==> config.mk <==
export PLATFORM = sky130hd
export DESIGN_NAME = scrm_top
export DESIGN_NICKNAME = d
export VERILOG_FILES = /design/src/hw/scrm_pkg.sv /design/src/hw/scrm_pb_if.sv /design/src/hw/scrm_top.sv /design/src/hw/scrm_pb_gate.sv
export SDC_FILE = /design/constraint.sdc
export NUM_CORES = 1
export LEC_CHECK = 0
export ABC_CLOCK_PERIOD_IN_PS = 2100
export CAP_MARGIN = 20
export CORE_AREA = 8 8 73 75
export CTS_CLUSTER_SIZE = 12
export DETAILED_ROUTE_END_ITERATION = 8
export DIE_AREA = 0 0 81 83
export DONT_BUFFER_PORTS = 1
export PLACE_DENSITY = 0.63
export SLEW_MARGIN = 5
export SYNTH_ARGS = -nofsm -noshare
export SYNTH_HDL_FRONTEND = slang
export SYNTH_SLANG_ARGS = --single-unit
export TNS_END_PERCENT = 30
==> constraint.sdc <==
create_clock -name i_clk_sys -period 2.1 [get_ports i_clk_sys]
set_input_delay 0.315 -clock i_clk_sys [delete_from_list [all_inputs] [get_ports i_clk_sys]]
set_output_delay 0.315 -clock i_clk_sys [all_outputs]
set_load 0.005 [all_outputs]
==> src/hw/scrm_pkg.sv <==
package scrm_pkg;
   // Register offsets
   localparam logic [3:0] ADDR_CTRL = 4'h0;
   localparam logic [3:0] ADDR_CLKDIV = 4'h1;
   localparam logic [3:0] ADDR_OSC = 4'h2;
   localparam logic [3:0] ADDR_PPCR = 4'h3;
   localparam logic [3:0] ADDR_STATUS = 4'h4;
   localparam logic [3:0] ADDR_CAUSE = 4'h5;
   localparam logic [3:0] ADDR_SLEEP = 4'h6;
   // CTRL fields
   localparam int CTRL_CFD_EN = 0;
   localparam int CTRL_POR_EN = 1;
   localparam int CTRL_POR_MASK = 2;
   localparam int CTRL_SM_EN = 3;
   localparam int CTRL_MAIN_SEL = 4;
   localparam logic [7:0] CTRL_RST = 8'h03;
   // Divider fields: log2 factors
   localparam int DIV_W = 3;
   localparam logic [DIV_W-1:0] DIV_RATIO_MAX = 3'h2;
   // Oscillator fields
   localparam int OSC_EN = 0;
   localparam int OSC_MODE = 1;
   localparam logic OSC_MODE_EXT = 1'h0;
   // Status fields
   localparam int ST_CFD = 0;
   localparam int ST_HS_ON = 1;
   localparam int ST_OSC_ON = 2;
   localparam int ST_UNSTABLE = 3;
   // Reset cause codes
   localparam logic [7:0] CAUSE_POR = 8'h01;
   localparam logic [7:0] CAUSE_EXT = 8'h02;
   localparam logic [7:0] CAUSE_SLEEP = 8'h04;
   typedef enum logic [2:0] {
      SM_RUN = 3'h0,
      SM_IDLE = 3'h1,
      SM_FROZEN = 3'h2,
      SM_STANDBY = 3'h3,
      SM_STATIC = 3'h4,
      SM_SHUTDOWN = 3'h5
   } scrm_mode_t;
endpackage

==> src/hw/scrm_pb_if.sv <==
`timescale 1ns/1ps
`default_nettype none
interface scrm_pb_if #(parameter int N = 4);
   logic [N-1:0] req;
   logic [N-1:0] mask;
   logic walk_gate;
   logic [N-1:0] en;
   modport mgr (output req, output mask, output walk_gate, input en);
   modport gate (input req, input mask, input walk_gate, output en);
endinterface
`default_nettype wire

==> src/hw/scrm_top.sv <==
// Overview of operation
// - Ratio above four keeps fast clocks running
// - External reset in shutdown logs power-on
// - Mask ineffective when detector off, monitor, debug in shutdown
// - Failure flag may set at disable; RC fallback
// - Idle/frozen wake gates other peripheral clocks
// - External-mode oscillator makes wake exit unstable
`timescale 1ns/1ps
`default_nettype none
module scrm_top #(
   parameter int N_PB = 4
) (
   // Clock and reset
   input wire logic i_clk_sys,
   input wire logic i_sys_rst,
   // Register port
   input wire logic [3:0] i_addr,
   input wire logic [7:0] i_wdata,
   input wire logic i_wr,
   input wire logic i_rd,
   output logic [7:0] o_rdata,
   // Reset and sleep events
   input wire logic i_ext_rst_evt,
   input wire logic i_por_evt,
   input wire logic i_wake,
   input wire logic i_debug_attached,
   input wire logic i_clock_fail,
   input wire logic [N_PB-1:0] i_pb_walk_req,
   // Outputs
   output logic o_hs_clk_on,
   output logic o_main_osc_on,
   output logic o_sel_system_rc_oscillator,
   output logic o_por_reset,
   output logic [N_PB-1:0] o_pb_clk_en,
   output logic o_walk_unstable
);
   if (N_PB < 1 || N_PB > 8) begin : g_bad_n_pb
      $error("N_PB must be 1..8");
   end

   // ------------------------------------------------------------
   // Registers
   // ------------------------------------------------------------
   logic [7:0] ctrl_q, ctrl_d;
   logic [7:0] div_q, div_d;
   logic [1:0] osc_q, osc_d;
   logic [N_PB-1:0] ppcr_q, ppcr_d;
   logic cfd_flag_q, cfd_flag_d;
   logic [7:0] cause_q, cause_d;
   scrm_pkg::scrm_mode_t mode_q, mode_d;
   logic [7:0] rdata_q, rdata_d;
   logic hs_on_q, hs_on_d;
   logic osc_on_q, osc_on_d;
   logic por_q, por_d;
   logic unstable_q, unstable_d;
   logic osc_auto_off_q, osc_auto_off_d;

   logic [scrm_pkg::DIV_W-1:0] hsb_div, pb_div;
   logic ratio_big;
   logic rc_stop;
   logic walking;
   // Wake activity in any sleep mode
   logic walk_any;
   logic cfd_off_write;
   logic mask_bad;
   logic sleeping;

   scrm_pb_if #(.N(N_PB)) pb ();

   always_comb begin
      hsb_div = div_q[2:0];
      pb_div = div_q[6:4];
      ratio_big = (pb_div > hsb_div) &&
         ((pb_div - hsb_div) > scrm_pkg::DIV_RATIO_MAX);
      sleeping = (mode_q != scrm_pkg::SM_RUN);
      rc_stop = (mode_q == scrm_pkg::SM_STATIC) ||
         (mode_q == scrm_pkg::SM_SHUTDOWN);
      walking = ((mode_q == scrm_pkg::SM_IDLE) ||
         (mode_q == scrm_pkg::SM_FROZEN)) &&
         |(i_pb_walk_req & ~ppcr_q);
      walk_any = sleeping && |(i_pb_walk_req & ~ppcr_q);
      cfd_off_write = i_wr && (i_addr == scrm_pkg::ADDR_CTRL) &&
         ctrl_q[scrm_pkg::CTRL_CFD_EN] &&
         !i_wdata[scrm_pkg::CTRL_CFD_EN];
      mask_bad = !ctrl_q[scrm_pkg::CTRL_POR_EN] ||
         ctrl_q[scrm_pkg::CTRL_SM_EN] ||
         ((mode_q == scrm_pkg::SM_SHUTDOWN) && i_debug_attached);
   end

   // ------------------------------------------------------------
   // Next state
   // ------------------------------------------------------------
   always_comb begin
      ctrl_d = ctrl_q;
      div_d = div_q;
      osc_d = osc_q;
      ppcr_d = ppcr_q;
      mode_d = mode_q;
      cfd_flag_d = cfd_flag_q;
      cause_d = cause_q;
      rdata_d = 8'h00;
      if (i_wr) begin
         case (i_addr)
            scrm_pkg::ADDR_CTRL: ctrl_d = i_wdata;
            scrm_pkg::ADDR_CLKDIV: div_d = i_wdata & 8'h77;
            scrm_pkg::ADDR_OSC: osc_d = i_wdata[1:0];
            scrm_pkg::ADDR_PPCR: ppcr_d = i_wdata[N_PB-1:0];
            scrm_pkg::ADDR_STATUS: begin
               if (i_wdata[scrm_pkg::ST_CFD]) cfd_flag_d = 1'b0;
            end
            scrm_pkg::ADDR_SLEEP: begin
               if (i_wdata[2:0] <= 3'h5) begin
                  mode_d = scrm_pkg::scrm_mode_t'(i_wdata[2:0]);
               end
            end
            default: ;
         endcase
      end
      if (i_wake) mode_d = scrm_pkg::SM_RUN;
      // Flag also rises as the detector is switched off
      if (i_clock_fail && (ctrl_q[scrm_pkg::CTRL_CFD_EN] ||
            cfd_off_write)) begin
         cfd_flag_d = 1'b1;
      end
      // Failure forces main clock to the RC oscillator
      if (cfd_flag_d) ctrl_d[scrm_pkg::CTRL_MAIN_SEL] = 1'b0;
      if (i_ext_rst_evt) begin
         // Shutdown exit by pin logs as power-on
         if (mode_q == scrm_pkg::SM_SHUTDOWN) begin
            cause_d = scrm_pkg::CAUSE_POR;
         end else begin
            cause_d = scrm_pkg::CAUSE_EXT;
         end
         mode_d = scrm_pkg::SM_RUN;
      end else if (i_wake && mode_q == scrm_pkg::SM_SHUTDOWN) begin
         cause_d = scrm_pkg::CAUSE_SLEEP;
      end
      if (i_rd) begin
         case (i_addr)
            scrm_pkg::ADDR_CTRL: rdata_d = ctrl_q;
            scrm_pkg::ADDR_CLKDIV: rdata_d = div_q;
            scrm_pkg::ADDR_OSC: rdata_d = {6'h00, osc_q};
            scrm_pkg::ADDR_PPCR: rdata_d = 8'(ppcr_q);
            scrm_pkg::ADDR_STATUS: rdata_d = {4'h0, unstable_q,
               osc_on_q, hs_on_q, cfd_flag_q};
            scrm_pkg::ADDR_CAUSE: rdata_d = cause_q;
            scrm_pkg::ADDR_SLEEP: rdata_d = {5'h00, mode_q};
            default: rdata_d = 8'h00;
         endcase
      end
   end

   always_comb begin
      // Fast clocks stay on when ratio too large
      hs_on_d = !rc_stop || ratio_big;
      osc_on_d = osc_q[scrm_pkg::OSC_EN] && !(sleeping &&
         mode_q >= scrm_pkg::SM_STANDBY);
      osc_auto_off_d = osc_auto_off_q;
      if (mode_q >= scrm_pkg::SM_STANDBY) osc_auto_off_d = 1'b1;
      else if (mode_q == scrm_pkg::SM_RUN) osc_auto_off_d = 1'b0;
      // External-mode oscillator flags unstable wake exit
      unstable_d = unstable_q;
      if (osc_q[scrm_pkg::OSC_EN] && osc_auto_off_q && walk_any &&
            osc_q[scrm_pkg::OSC_MODE] == scrm_pkg::OSC_MODE_EXT) begin
         unstable_d = 1'b1;
      end else if (i_wr && i_addr == scrm_pkg::ADDR_STATUS &&
            i_wdata[scrm_pkg::ST_UNSTABLE]) begin
         unstable_d = 1'b0;
      end
      // Mask works only outside the faulty cases
      por_d = i_por_evt && !(ctrl_q[scrm_pkg::CTRL_POR_MASK] && !mask_bad);
   end

   always_ff @(posedge i_clk_sys) begin
      if (i_sys_rst) begin
         ctrl_q <= scrm_pkg::CTRL_RST;
         div_q <= 8'h00;
         osc_q <= 2'h0;
         ppcr_q <= '0;
         mode_q <= scrm_pkg::SM_RUN;
         cfd_flag_q <= 1'b0;
         cause_q <= scrm_pkg::CAUSE_POR;
         rdata_q <= 8'h00;
         hs_on_q <= 1'b1;
         osc_on_q <= 1'b0;
         por_q <= 1'b0;
         unstable_q <= 1'b0;
         osc_auto_off_q <= 1'b0;
      end else begin
         ctrl_q <= ctrl_d;
         div_q <= div_d;
         osc_q <= osc_d;
         ppcr_q <= ppcr_d;
         mode_q <= mode_d;
         cfd_flag_q <= cfd_flag_d;
         cause_q <= cause_d;
         rdata_q <= rdata_d;
         hs_on_q <= hs_on_d;
         osc_on_q <= osc_on_d;
         por_q <= por_d;
         unstable_q <= unstable_d;
         osc_auto_off_q <= osc_auto_off_d;
      end
   end

   // ------------------------------------------------------------
   // Peripheral clock gating
   // ------------------------------------------------------------
   assign pb.req = i_pb_walk_req;
   assign pb.mask = ppcr_q;
   assign pb.walk_gate = walking;

   scrm_pb_gate #(.N(N_PB)) u_gate (
      .i_clk_sys(i_clk_sys),
      .i_sys_rst(i_sys_rst),
      .pb(pb.gate)
   );

   assign o_rdata = rdata_q;
   assign o_hs_clk_on = hs_on_q;
   assign o_main_osc_on = osc_on_q;
   assign o_sel_system_rc_oscillator = !ctrl_q[scrm_pkg::CTRL_MAIN_SEL];
   assign o_por_reset = por_q;
   assign o_pb_clk_en = pb.en;
   assign o_walk_unstable = unstable_q;
endmodule
`default_nettype wire

==> src/hw/scrm_pb_gate.sv <==
`timescale 1ns/1ps
`default_nettype none
module scrm_pb_gate #(
   parameter int N = 4
) (
   // Clock and reset
   input wire logic i_clk_sys,
   input wire logic i_sys_rst,
   // Gate control
   scrm_pb_if.gate pb
);
   logic [N-1:0] en_q;
   logic [N-1:0] en_d;
   logic [N-1:0] walkers;

   always_comb begin
      walkers = pb.req & ~pb.mask;
      // During a wake walk only unmasked requesting peripherals keep their clocks; otherwise all stay on
      if (pb.walk_gate) begin
         en_d = walkers;
      end else begin
         en_d = {N{1'b1}};
      end
   end

   always_ff @(posedge i_clk_sys) begin
      if (i_sys_rst) begin
         en_q <= {N{1'b1}};
      end else begin
         en_q <= en_d;
      end
   end

   assign pb.en = en_q;
endmodule
`default_nettype wire

# Word level (Yosys, flattened, before mapping)
# Cells that the tools add are included.
[word_totals]
register_bits = 49
latchBits = 0
elab_cells = 94
inputBits = 25
output_inout_bits = 17
rom_bits = 0
n_memories = 0
ramBits = 0
[classes]
shifts = 0
bitwise_logic = 5
n_mux = 12
div_mod_pow = 0
add_sub_neg = 1
magnitude_cmp = 4
reduce_logical = 47
n_eq_ne = 10
multipliers = 0
[op_table]
columns = ["op", "count"]
rows = [
  ["$pmux W8 S7", 1],
  ["$logic_and A1 B1 Y1", 18],
  ["$mux W8", 2],
  ["$eq A4 B3 Y1 const B", 3],
  ["$eq A4 B2 Y1 const B", 2],
  ["$mux W1", 8],
  ["$reduce_and A2 Y1", 4],
  ["$logic_not A1 Y1", 7],
  ["$eq A3 B3 Y1 const B", 2],
  ["$logic_or A1 B1 Y1", 6],
  ["$reduce_bool A2 Y1", 3],
  ["$reduce_or A2 Y1", 3],
  ["$and A4 B4 Y4", 1],
  ["$eq A4 B1 Y1 const B", 1],
  ["$logic_not A4 Y1", 1],
  ["$not A4 Y4", 1],
  ["$reduce_or A4 Y1", 1],
  ["$eq A3 B1 Y1 const B", 1],
  ["$eq A3 B2 Y1 const B", 1],
  ["$ge A3 B2 Y1 const B", 1],
  ["$gt A3 B2 Y1 const B", 1],
  ["$gt A3 B3 Y1", 1],
  ["$le A3 B3 Y1 const B", 1],
  ["$logic_not A3 Y1", 1],
  ["6 further kinds", 8],
]

# Depth between registers and ports, before layout
# Gate-level depths: netlist (run 1).
[depth]
word_depth = 8
mapped_depth = 8
depth_no_buf = 8

# By module
# A second synthesis (run 1) with hierarchy kept.
[hier_totals]
hier_cells = 238
area_unflattened_um2 = 2040.7
[by_module_without_submodules]
columns = ["mod", "seq_area_each_um2", "area_each_um2", "instances", "cells_per_inst"]
rows = [
  ["scrm_top", 800.8, 1911.8, 1, 225],
  ["scrm_pb_gate", 80.1, 128.9, 1, 13],
]

# Worst setup path after synthesis (run 1)
# No wires, ideal clock.
[synth_timing]
path_kind = "flip-flop to flip-flop"
start = "reg div_q[4]"
end = "reg hs_on_q (netlist: o_hs_clk_on)"
arrival_ns = 1.336
synth_period_minus_slack_ns = 1.462
slack_ns = 0.638
path_buffers = 0
stages_incl_launch_ff = 8
setup_ns = 0.126
required_time_ns = 1.974
cell_sequence = "dfxtp_1 > inv_1 > ha_1 > inv_1 > fa_1 > a21oi_1 > o221a_2 > o21ai_0"
[synth_between]
elab_chain_cells = 4
word_cells_on_any_way = 5
classes_between = "add/sub (1); order compare (2); reduce/logical (2)"
[synth_lines]
columns = ["element", "line_no", "source"]
rows = [
  ["start: declaration", "scrm_top.sv:45", "logic [7:0] div_q, div_d;"],
  ["start signal: assignment", "scrm_top.sv:191", "div_q <= div_d;"],
  ["$sub A3 B3 Y3", "scrm_top.sv:74", "((pb_div - hsb_div) > scrm_pkg::DIV_RATIO_MAX);"],
  ["$gt A3 B2 Y1", "scrm_top.sv:74", ""],
  ["$logic_and A1 B1 Y1 *", "scrm_top.sv:73", "ratio_big = (pb_div > hsb_div) &&"],
  ["$logic_or A1 B1 Y1 *", "scrm_top.sv:155", "hs_on_d = !rc_stop || ratio_big;"],
  ["end signal: assignment", "scrm_top.sv:198", "hs_on_q <= hs_on_d;"],
  ["end: declaration", "scrm_top.sv:52", "logic hs_on_q, hs_on_d;"],
]
# Every way passes the cells marked *; elsewhere a longest branch is shown, timed or not.
# A chain may end at the register's enable or synchronous reset.

# Final worst setup path (run 1)
# Ends and elaborated chain as after synthesis.

==> impl_metrics.csv, run 1 <==
group,metric,value,unit
setup_path,cp_cell_sequence,"inv_1 > ha_1 > inv_1 > fa_1 > a21oi_1 > o221a_2 > o21ai_0",
synth,syn_nets,244,
global_routing,grt_pass1_vias,1458,
cells_and_area,fin_nets,242,
cells_and_area,post_route_cells_drive_above_1_share,9.390,%
setup_path,critPathSlowestCell,"fa_1",
global_routing,antenna_found_initial,0,
cells_and_area,num-fill-cells,429,
clock_tree,cts_buffer_depth,2,
setup_path,cp_slowest_stage_delay,0.42,ns
route,vias_per_cell,5.762,
timing,fin_crit,1.637,ns
synth,synth.avg_cell_area,9.457,um2
route,dr.pass1.iters,5,
timing,finalSetupViolations,0,
global_routing,grt_max_degree,33,
setup_path,critPathCaptureType,"flip-flop",
route,wl_per_cell,18.34,um
synth,synth_area,2033,um2
global_routing,grt_pass1_wl,7.748,mm
synth,synth-seq-cells,44,
synth,synthTopCellsByArea,"dfxtp_1 (43%), mux2i_1 (9.4%), nor2_1 (5.2%)",
floorplanning,die_area,6723,um2
route,drt_iter0_drc,170,
timing,maxClockFrequency,610.7,MHz
synth,synth_cell_types,49,
timing,post-route-period-util,77.97,%
clock_tree,cts_hold_buf,0,
clock_tree,cts_tree,"built",
floorplanning,row_count,24,
floorplanning,core,4204,um2
clock_tree,cts-root-buf,"clkbuf_8",
setup_path,crit_top_cell,"inv_1",
power_and_ir_drop,powerDensity,672.4,nW/um2
floorplanning,die_w,81,um
cells_and_area,area_growth,4.062,%
timing,relSlewSlack,56.03,%
setup_path,arrival,1.81,ns
route,route.detailed.drc,0,
floorplanning,start_util,48.36,%
timing,finalMaxSlewViolations,0,
clock_tree,numCtsBuffers,5,
outcome,status,"finished, final reports clean",
synth,ys_seq_area_share,43.32,%
cells_and_area,fin_area,2116,um2
floorplanning,io_pins,42,
timing,rsz0062_at_grt,"false",
setup_path,cp.required,2.27,ns
timing,skew,0.006378,ns
route,wl,4.860,mm
placement,dp_hpwl,3.580,mm
clock_tree,cts_sinks,44,
timing,finalSetupTns,0,ns
placement,portBuffers,0,
clock_tree,h-tree-depth,2,
floorplanning,die_h,83,um
clock_tree,clk_pin_slew,0.08,ns
power_and_ir_drop,p_total,1.423,mW
power_and_ir_drop,p_leak,0.8206,nW
clock_tree,clock_latency,0.30,ns
synth,synth_top_area_share,43.32,%
setup_path,crit_fanout,3,
power_and_ir_drop,vdd_ir_drop_max,0.2491,mV
cells_and_area,fin_util,50.33,%
clock_tree,cts_resized,0,
synth,yosys.area.top_type,"dfxtp_1",
clock_tree,post_cts_buffers,0,
job,max_cap_violations,0,
timing,worst_slew_pin_slew,0.6536,ns
route,vias,1527,
setup_path,path_class,"flip-flop to flip-flop",
hold_path,hold_class,"input pin to flip-flop",
placement,gp_congestion,0.9063,
synth,synthCells,215,
global_routing,track_usage,14.44,%
timing,hold_viol_final,0,
global_routing,grt-ovfl-total,0,
cells_and_area,n_antenna_cell,0,
route,ant_nets,0,
setup_path,start_kind,"flip-flop",
placement,place_area,2038,um2
synth,synth_warnings,0,
timing,hold-worst-slack,0.08649,ns
==> where the power goes <==
| group | switching (mW) | leakage (nW) | internal (mW) |
|---|---|---|---|
| Sequential | 0.00816 | 0.356 | 0.845 |
| Combinational | 0.0346 | 0.423 | 0.0385 |
| Clock | 0.270 | 0.0410 | 0.226 |
| Total | 0.313 | 0.821 | 1.11 |
==> path summary, 6_finish.rpt <==
kind,from,to,cells past startpoint,slack (ns)
setup / recovery,div_q[4],o_hs_clk_on,7,0.46
hold / removal,i_ext_rst_evt,cause_q[2],1,0.09
setup reg to reg,div_q[4],o_hs_clk_on,7,0.46
hold reg to reg,ctrl_q[7],ctrl_q[7],2,0.45
==> area by class of cell <==
class,count,area (um2),share of cell area (%)
Multi-Input combinational cell,154,1059,50.03
Sequential cell,44,880.8,41.63
Clock buffer,6,72.57,3.430
Tap cell,52,65.06,3.075
Inverter,7,26.28,1.242
Timing Repair Buffer,1,7.507,0.3548
Clock inverter,1,5.005,0.2365
==> critical path, delay by kind of cell, from the launching register on <==
kind,cells,cell delay (ns)
buffers and inverters,2,0.14
AOI/OAI and AO/OA,3,0.42
DFF,1,0.37
adders and majority gates,2,0.59
==> synth_stat cells (all sizes together) <==
cell type	instances
or4	1
a41o	1
maj3	1
a2111oi	1
a31o	1
o221a	4
a21o	1
nand3	9
ha	3
a22o	1
a21oi	13
nand3b	4
clkbuf	2
and3b	2
o21ai	2
buf	8
a311o	1
a32oi	1
xnor2	1
nor3	5
a221oi	1
nand2b	6
a211oi	1
mux2	3
nor2b	9
nand2	19
nand4	1
nor3b	4
or3	1
inv	7
nor2	29
a22oi	1
mux2i	19
mux4	1
dfxtp	44
and3	1
o21a	1
nor4	2
fa	1
o2bb2ai	2
==> per-stage QoR <==
step | worst slack [ns] | instances
final | 0.4626 | 265
after global routing | 0.4015 | 265
after CTS | 0.4719 | 265
after detailed placement | 0.4801 | 258
after global placement | 0.5874 | 258
after floorplan | 0.6384 | 215
==> per-layer routing <==
| metal | share of wire, % | vias to the layer above | GRT usage, % | wire length, um |
|---|---|---|---|---|
| met3 | 8.3 | 11 | 4.418 | 404 |
| met5 | 0 | - | 0 | 0 |
| met2 | 46 | 56 | 20.95 | 2219 |
| met1 | 44 | 712 | 19.19 | 2149 |
| li1 | - | 748 | - | - |
| met4 | 1.8 | 0 | 5.854 | 87 |
==> layout by cell type (no fill, tap or decap), drive strengths merged, types with 2 or more instances in the layout <==
| master | instances |
|---|---|
| nor2b | 9 |
| o21ai | 2 |
| nand3 | 9 |
| nor3 | 5 |
| nor4 | 2 |
| ha | 3 |
| nor2 | 29 |
| and3b | 2 |
| dfxtp | 44 |
| mux2i | 19 |
| a21oi | 13 |
| nand2 | 19 |
| mux2 | 3 |
| o221a | 4 |
| o2bb2ai | 2 |
| inv | 7 |
| nand2b | 6 |
| nor3b | 4 |
| clkbuf | 6 |
| nand3b | 4 |
==> cells by family (layout without fill, tap and decap cells) <==
kind of cell | count (synthesis) | in the layout | share of synthesized area [%]
simple gates | 93 | 93 | 24.49
xor+xnor | 1 | 1 | 0.4308
compound gates | 32 | 32 | 11.69
fa+ha+maj | 5 | 5 | 3.323
mux | 23 | 23 | 12.12
flops | 44 | 44 | 43.32
buf+inv | 17 | 15 | 4.615
==> flip-flops by register name, summed over array words and instances (netlist names), 2 cells and up <==
name and flops:
cause_q 3, osc_q 2, mode_q 3, div_q 6
ctrl_q 8, o_rdata 8, u_gate.pb.en 4, pb.mask 4
No activity file was read; power rests on OpenSTA's default activity.
==> run 2, diff against run 1 <==
Settings changed: ABC_CLOCK_PERIOD_IN_PS 2100 to 1700.
Clock period 2.1 ns to 1.7 ns, I/O delays scaled along.
==> impl_metrics.csv, run 2 (synthesis gave the netlist of run 1 again) <==
group,metric,value,unit
setup_path,start_kind,"flip-flop",
global_routing,grt_pass1_vias,1407,
global_routing,track_usage,14.39,%
route,drt_iter0_drc,163,
floorplanning,io_pins,42,
global_routing,grt_max_degree,33,
timing,finalSetupViolations,0,
clock_tree,clock_latency,0.30,ns
route,wl_per_cell,18.33,um
route,dr.pass1.iters,4,
power_and_ir_drop,p_leak,0.8490,nW
route,ant_nets,0,
timing,finalMaxSlewViolations,0,
power_and_ir_drop,vdd_ir_drop_max,0.5407,mV
cells_and_area,num-fill-cells,405,
cells_and_area,post_route_cells_drive_above_1_share,10.28,%
power_and_ir_drop,power_frac_comb,4.4,%
setup_path,rr_startpoint,"div_q[4]",
power_and_ir_drop,seqPwrFrac,51.0,%
global_routing,grt_pass1_wl,7.555,mm
timing,skew,0.005383,ns
timing,fin_crit,1.589,ns
power_and_ir_drop,powerDensity,950.7,nW/um2
setup_path,critPathCaptureType,"flip-flop",
timing,worst_slew_pin_slew,0.6836,ns
hold_path,hold_class,"input pin to flip-flop",
power_and_ir_drop,p_int,1.671,mW
cells_and_area,final_cell_mix,"dfxtp_1 (44), nor2_1 (28), mux2i_1 (19), nand2_1 (18), a21oi_1 (13)",
setup_path,reg2reg_setup_slack,0.11,ns
timing,post-route-period-util,93.48,%
route,vias,1545,
clock_tree,h-tree-depth,2,
timing,maxClockFrequency,629.3,MHz
clock_tree,cts_hold_buf,0,
route,route.detailed.drc,0,
floorplanning,core,4204,um2
placement,dp_hpwl,3.597,mm
timing,finalSetupTns,0,ns
timing,rsz0062_at_grt,"false",
job,max_cap_violations,0,
global_routing,antenna_found_initial,0,
floorplanning,die_area,6723,um2
cells_and_area,n_antenna_cell,0,
setup_path,path_class,"flip-flop to flip-flop",
setup_path,crit_start,"div_q[4]",
setup_path,cp.required,1.87,ns
floorplanning,start_util,48.36,%
route,vias_per_cell,5.808,
clock_tree,cts_resized,0,
power_and_ir_drop,swShare,19.17,%
clock_tree,numCtsBuffers,5,
setup_path,rr_worst_depth,7,
outcome,status,"finished, final reports clean",
placement,portBuffers,0,
power_and_ir_drop,switchingPower,0.3964,mW
clock_tree,cts_buffer_depth,2,
placement,gp_congestion,0.8684,
cells_and_area,fin_nets,243,
setup_path,crit_fanout,3,
timing,relSlewSlack,54.00,%
cells_and_area,area_growth,6.954,%
clock_tree,cts_sinks,44,
setup_path,arrival,1.76,ns
floorplanning,row_count,24,
cells_and_area,fin_util,51.73,%
floorplanning,die_w,81,um
timing,hold_viol_final,0,
route,wl,4.876,mm
setup_path,cp-endpoint,"o_hs_clk_on",
cells_and_area,mostFrequentLayoutCell,"dfxtp_1",
global_routing,grt-ovfl-total,0,
clock_tree,cts_tree,"built",
clock_tree,cts-root-buf,"clkbuf_8",
floorplanning,die_h,83,um
setup_path,rr_endpoint,"o_hs_clk_on",
power_and_ir_drop,clkPwrFrac,44.6,%
clock_tree,post_cts_buffers,0,
clock_tree,clk_pin_slew,0.08,ns
## run 2: cell count changes in the layout (fill, tap and decap cells not counted), sizes merged
cell,delta
buf,+1
clkinv,-1
clkbuf,-1
bufinv,+2
## run 2: worst min-delay path by stage
stage | cells after the start | slack [ns] | from | end
6_report | 1 | 0.03 | i_sys_rst | o_walk_unstable
5_1_grt | 1 | 0.01 | i_sys_rst | ctrl_q[2]
4_1_cts | 1 | 0.008 | i_sys_rst | ctrl_q[2]
3_5_place_dp | 1 | 0.33 | i_sys_rst | o_walk_unstable
3_3_place_gp | 1 | 0.33 | i_sys_rst | o_walk_unstable
2_1_floorplan | 1 | 0.33 | i_ext_rst_evt | cause_q[2]
## run 2: power groups by stage
stage / combinational [mW] / clock, mW / sequential (mW)
after floorplan: 0.106 / 0 / 1.07
after global placement: 0.0883 / 0 / 1.08
after detailed placement: 0.0902 / 0 / 1.08
after CTS: 0.0911 / 0.942 / 1.05
after global routing: 0.0998 / 0.984 / 1.06
final: 0.0915 / 0.921 / 1.05
## run 2: layout make-up
type | instances | area (um2) | area share [%]
clock inverter | 2 | 60.06 | 2.762
timing repair buffer | 2 | 15.01 | 0.6904
tap | 52 | 65.06 | 2.992
multi-input combinational | 154 | 1059 | 48.68
sequential | 44 | 880.8 | 40.51
clock buffer | 5 | 68.82 | 3.165
inverter | 7 | 26.28 | 1.208
## run 2: metrics by stage
step,std cells,setup WS [ns],instance area [um2],hold slack (ns),power (mW)
after global placement,259,0.1909,2046,0.3301,1.167
after detailed placement,259,0.1010,2046,0.3317,1.169
final,266,0.1109,2175,0.02525,2.067
after CTS,266,0.08150,2175,0.008414,2.088
after global routing,266,0.01897,2175,0.009994,2.139
after floorplan,215,0.2384,2033,0.3343,1.181
## run 2: worst max-delay path: stages, from the launching register on
cell     delay [ns]
dfxtp_1        0.36
inv_1          0.05
ha_1           0.16
inv_1          0.09
fa_1           0.41
a21oi_1        0.13
o221a_2        0.20
o21ai_1        0.06
## run 2: per-layer routing
layer / vias up / track usage (%) / wire length [um]
li1: 749 / - / -
met1: 741 / 19.42 / 2172
met2: 50 / 20.44 / 2253
met3: 5 / 4.526 / 387
met4: 0 / 5.854 / 62
met5: - / 0 / 0
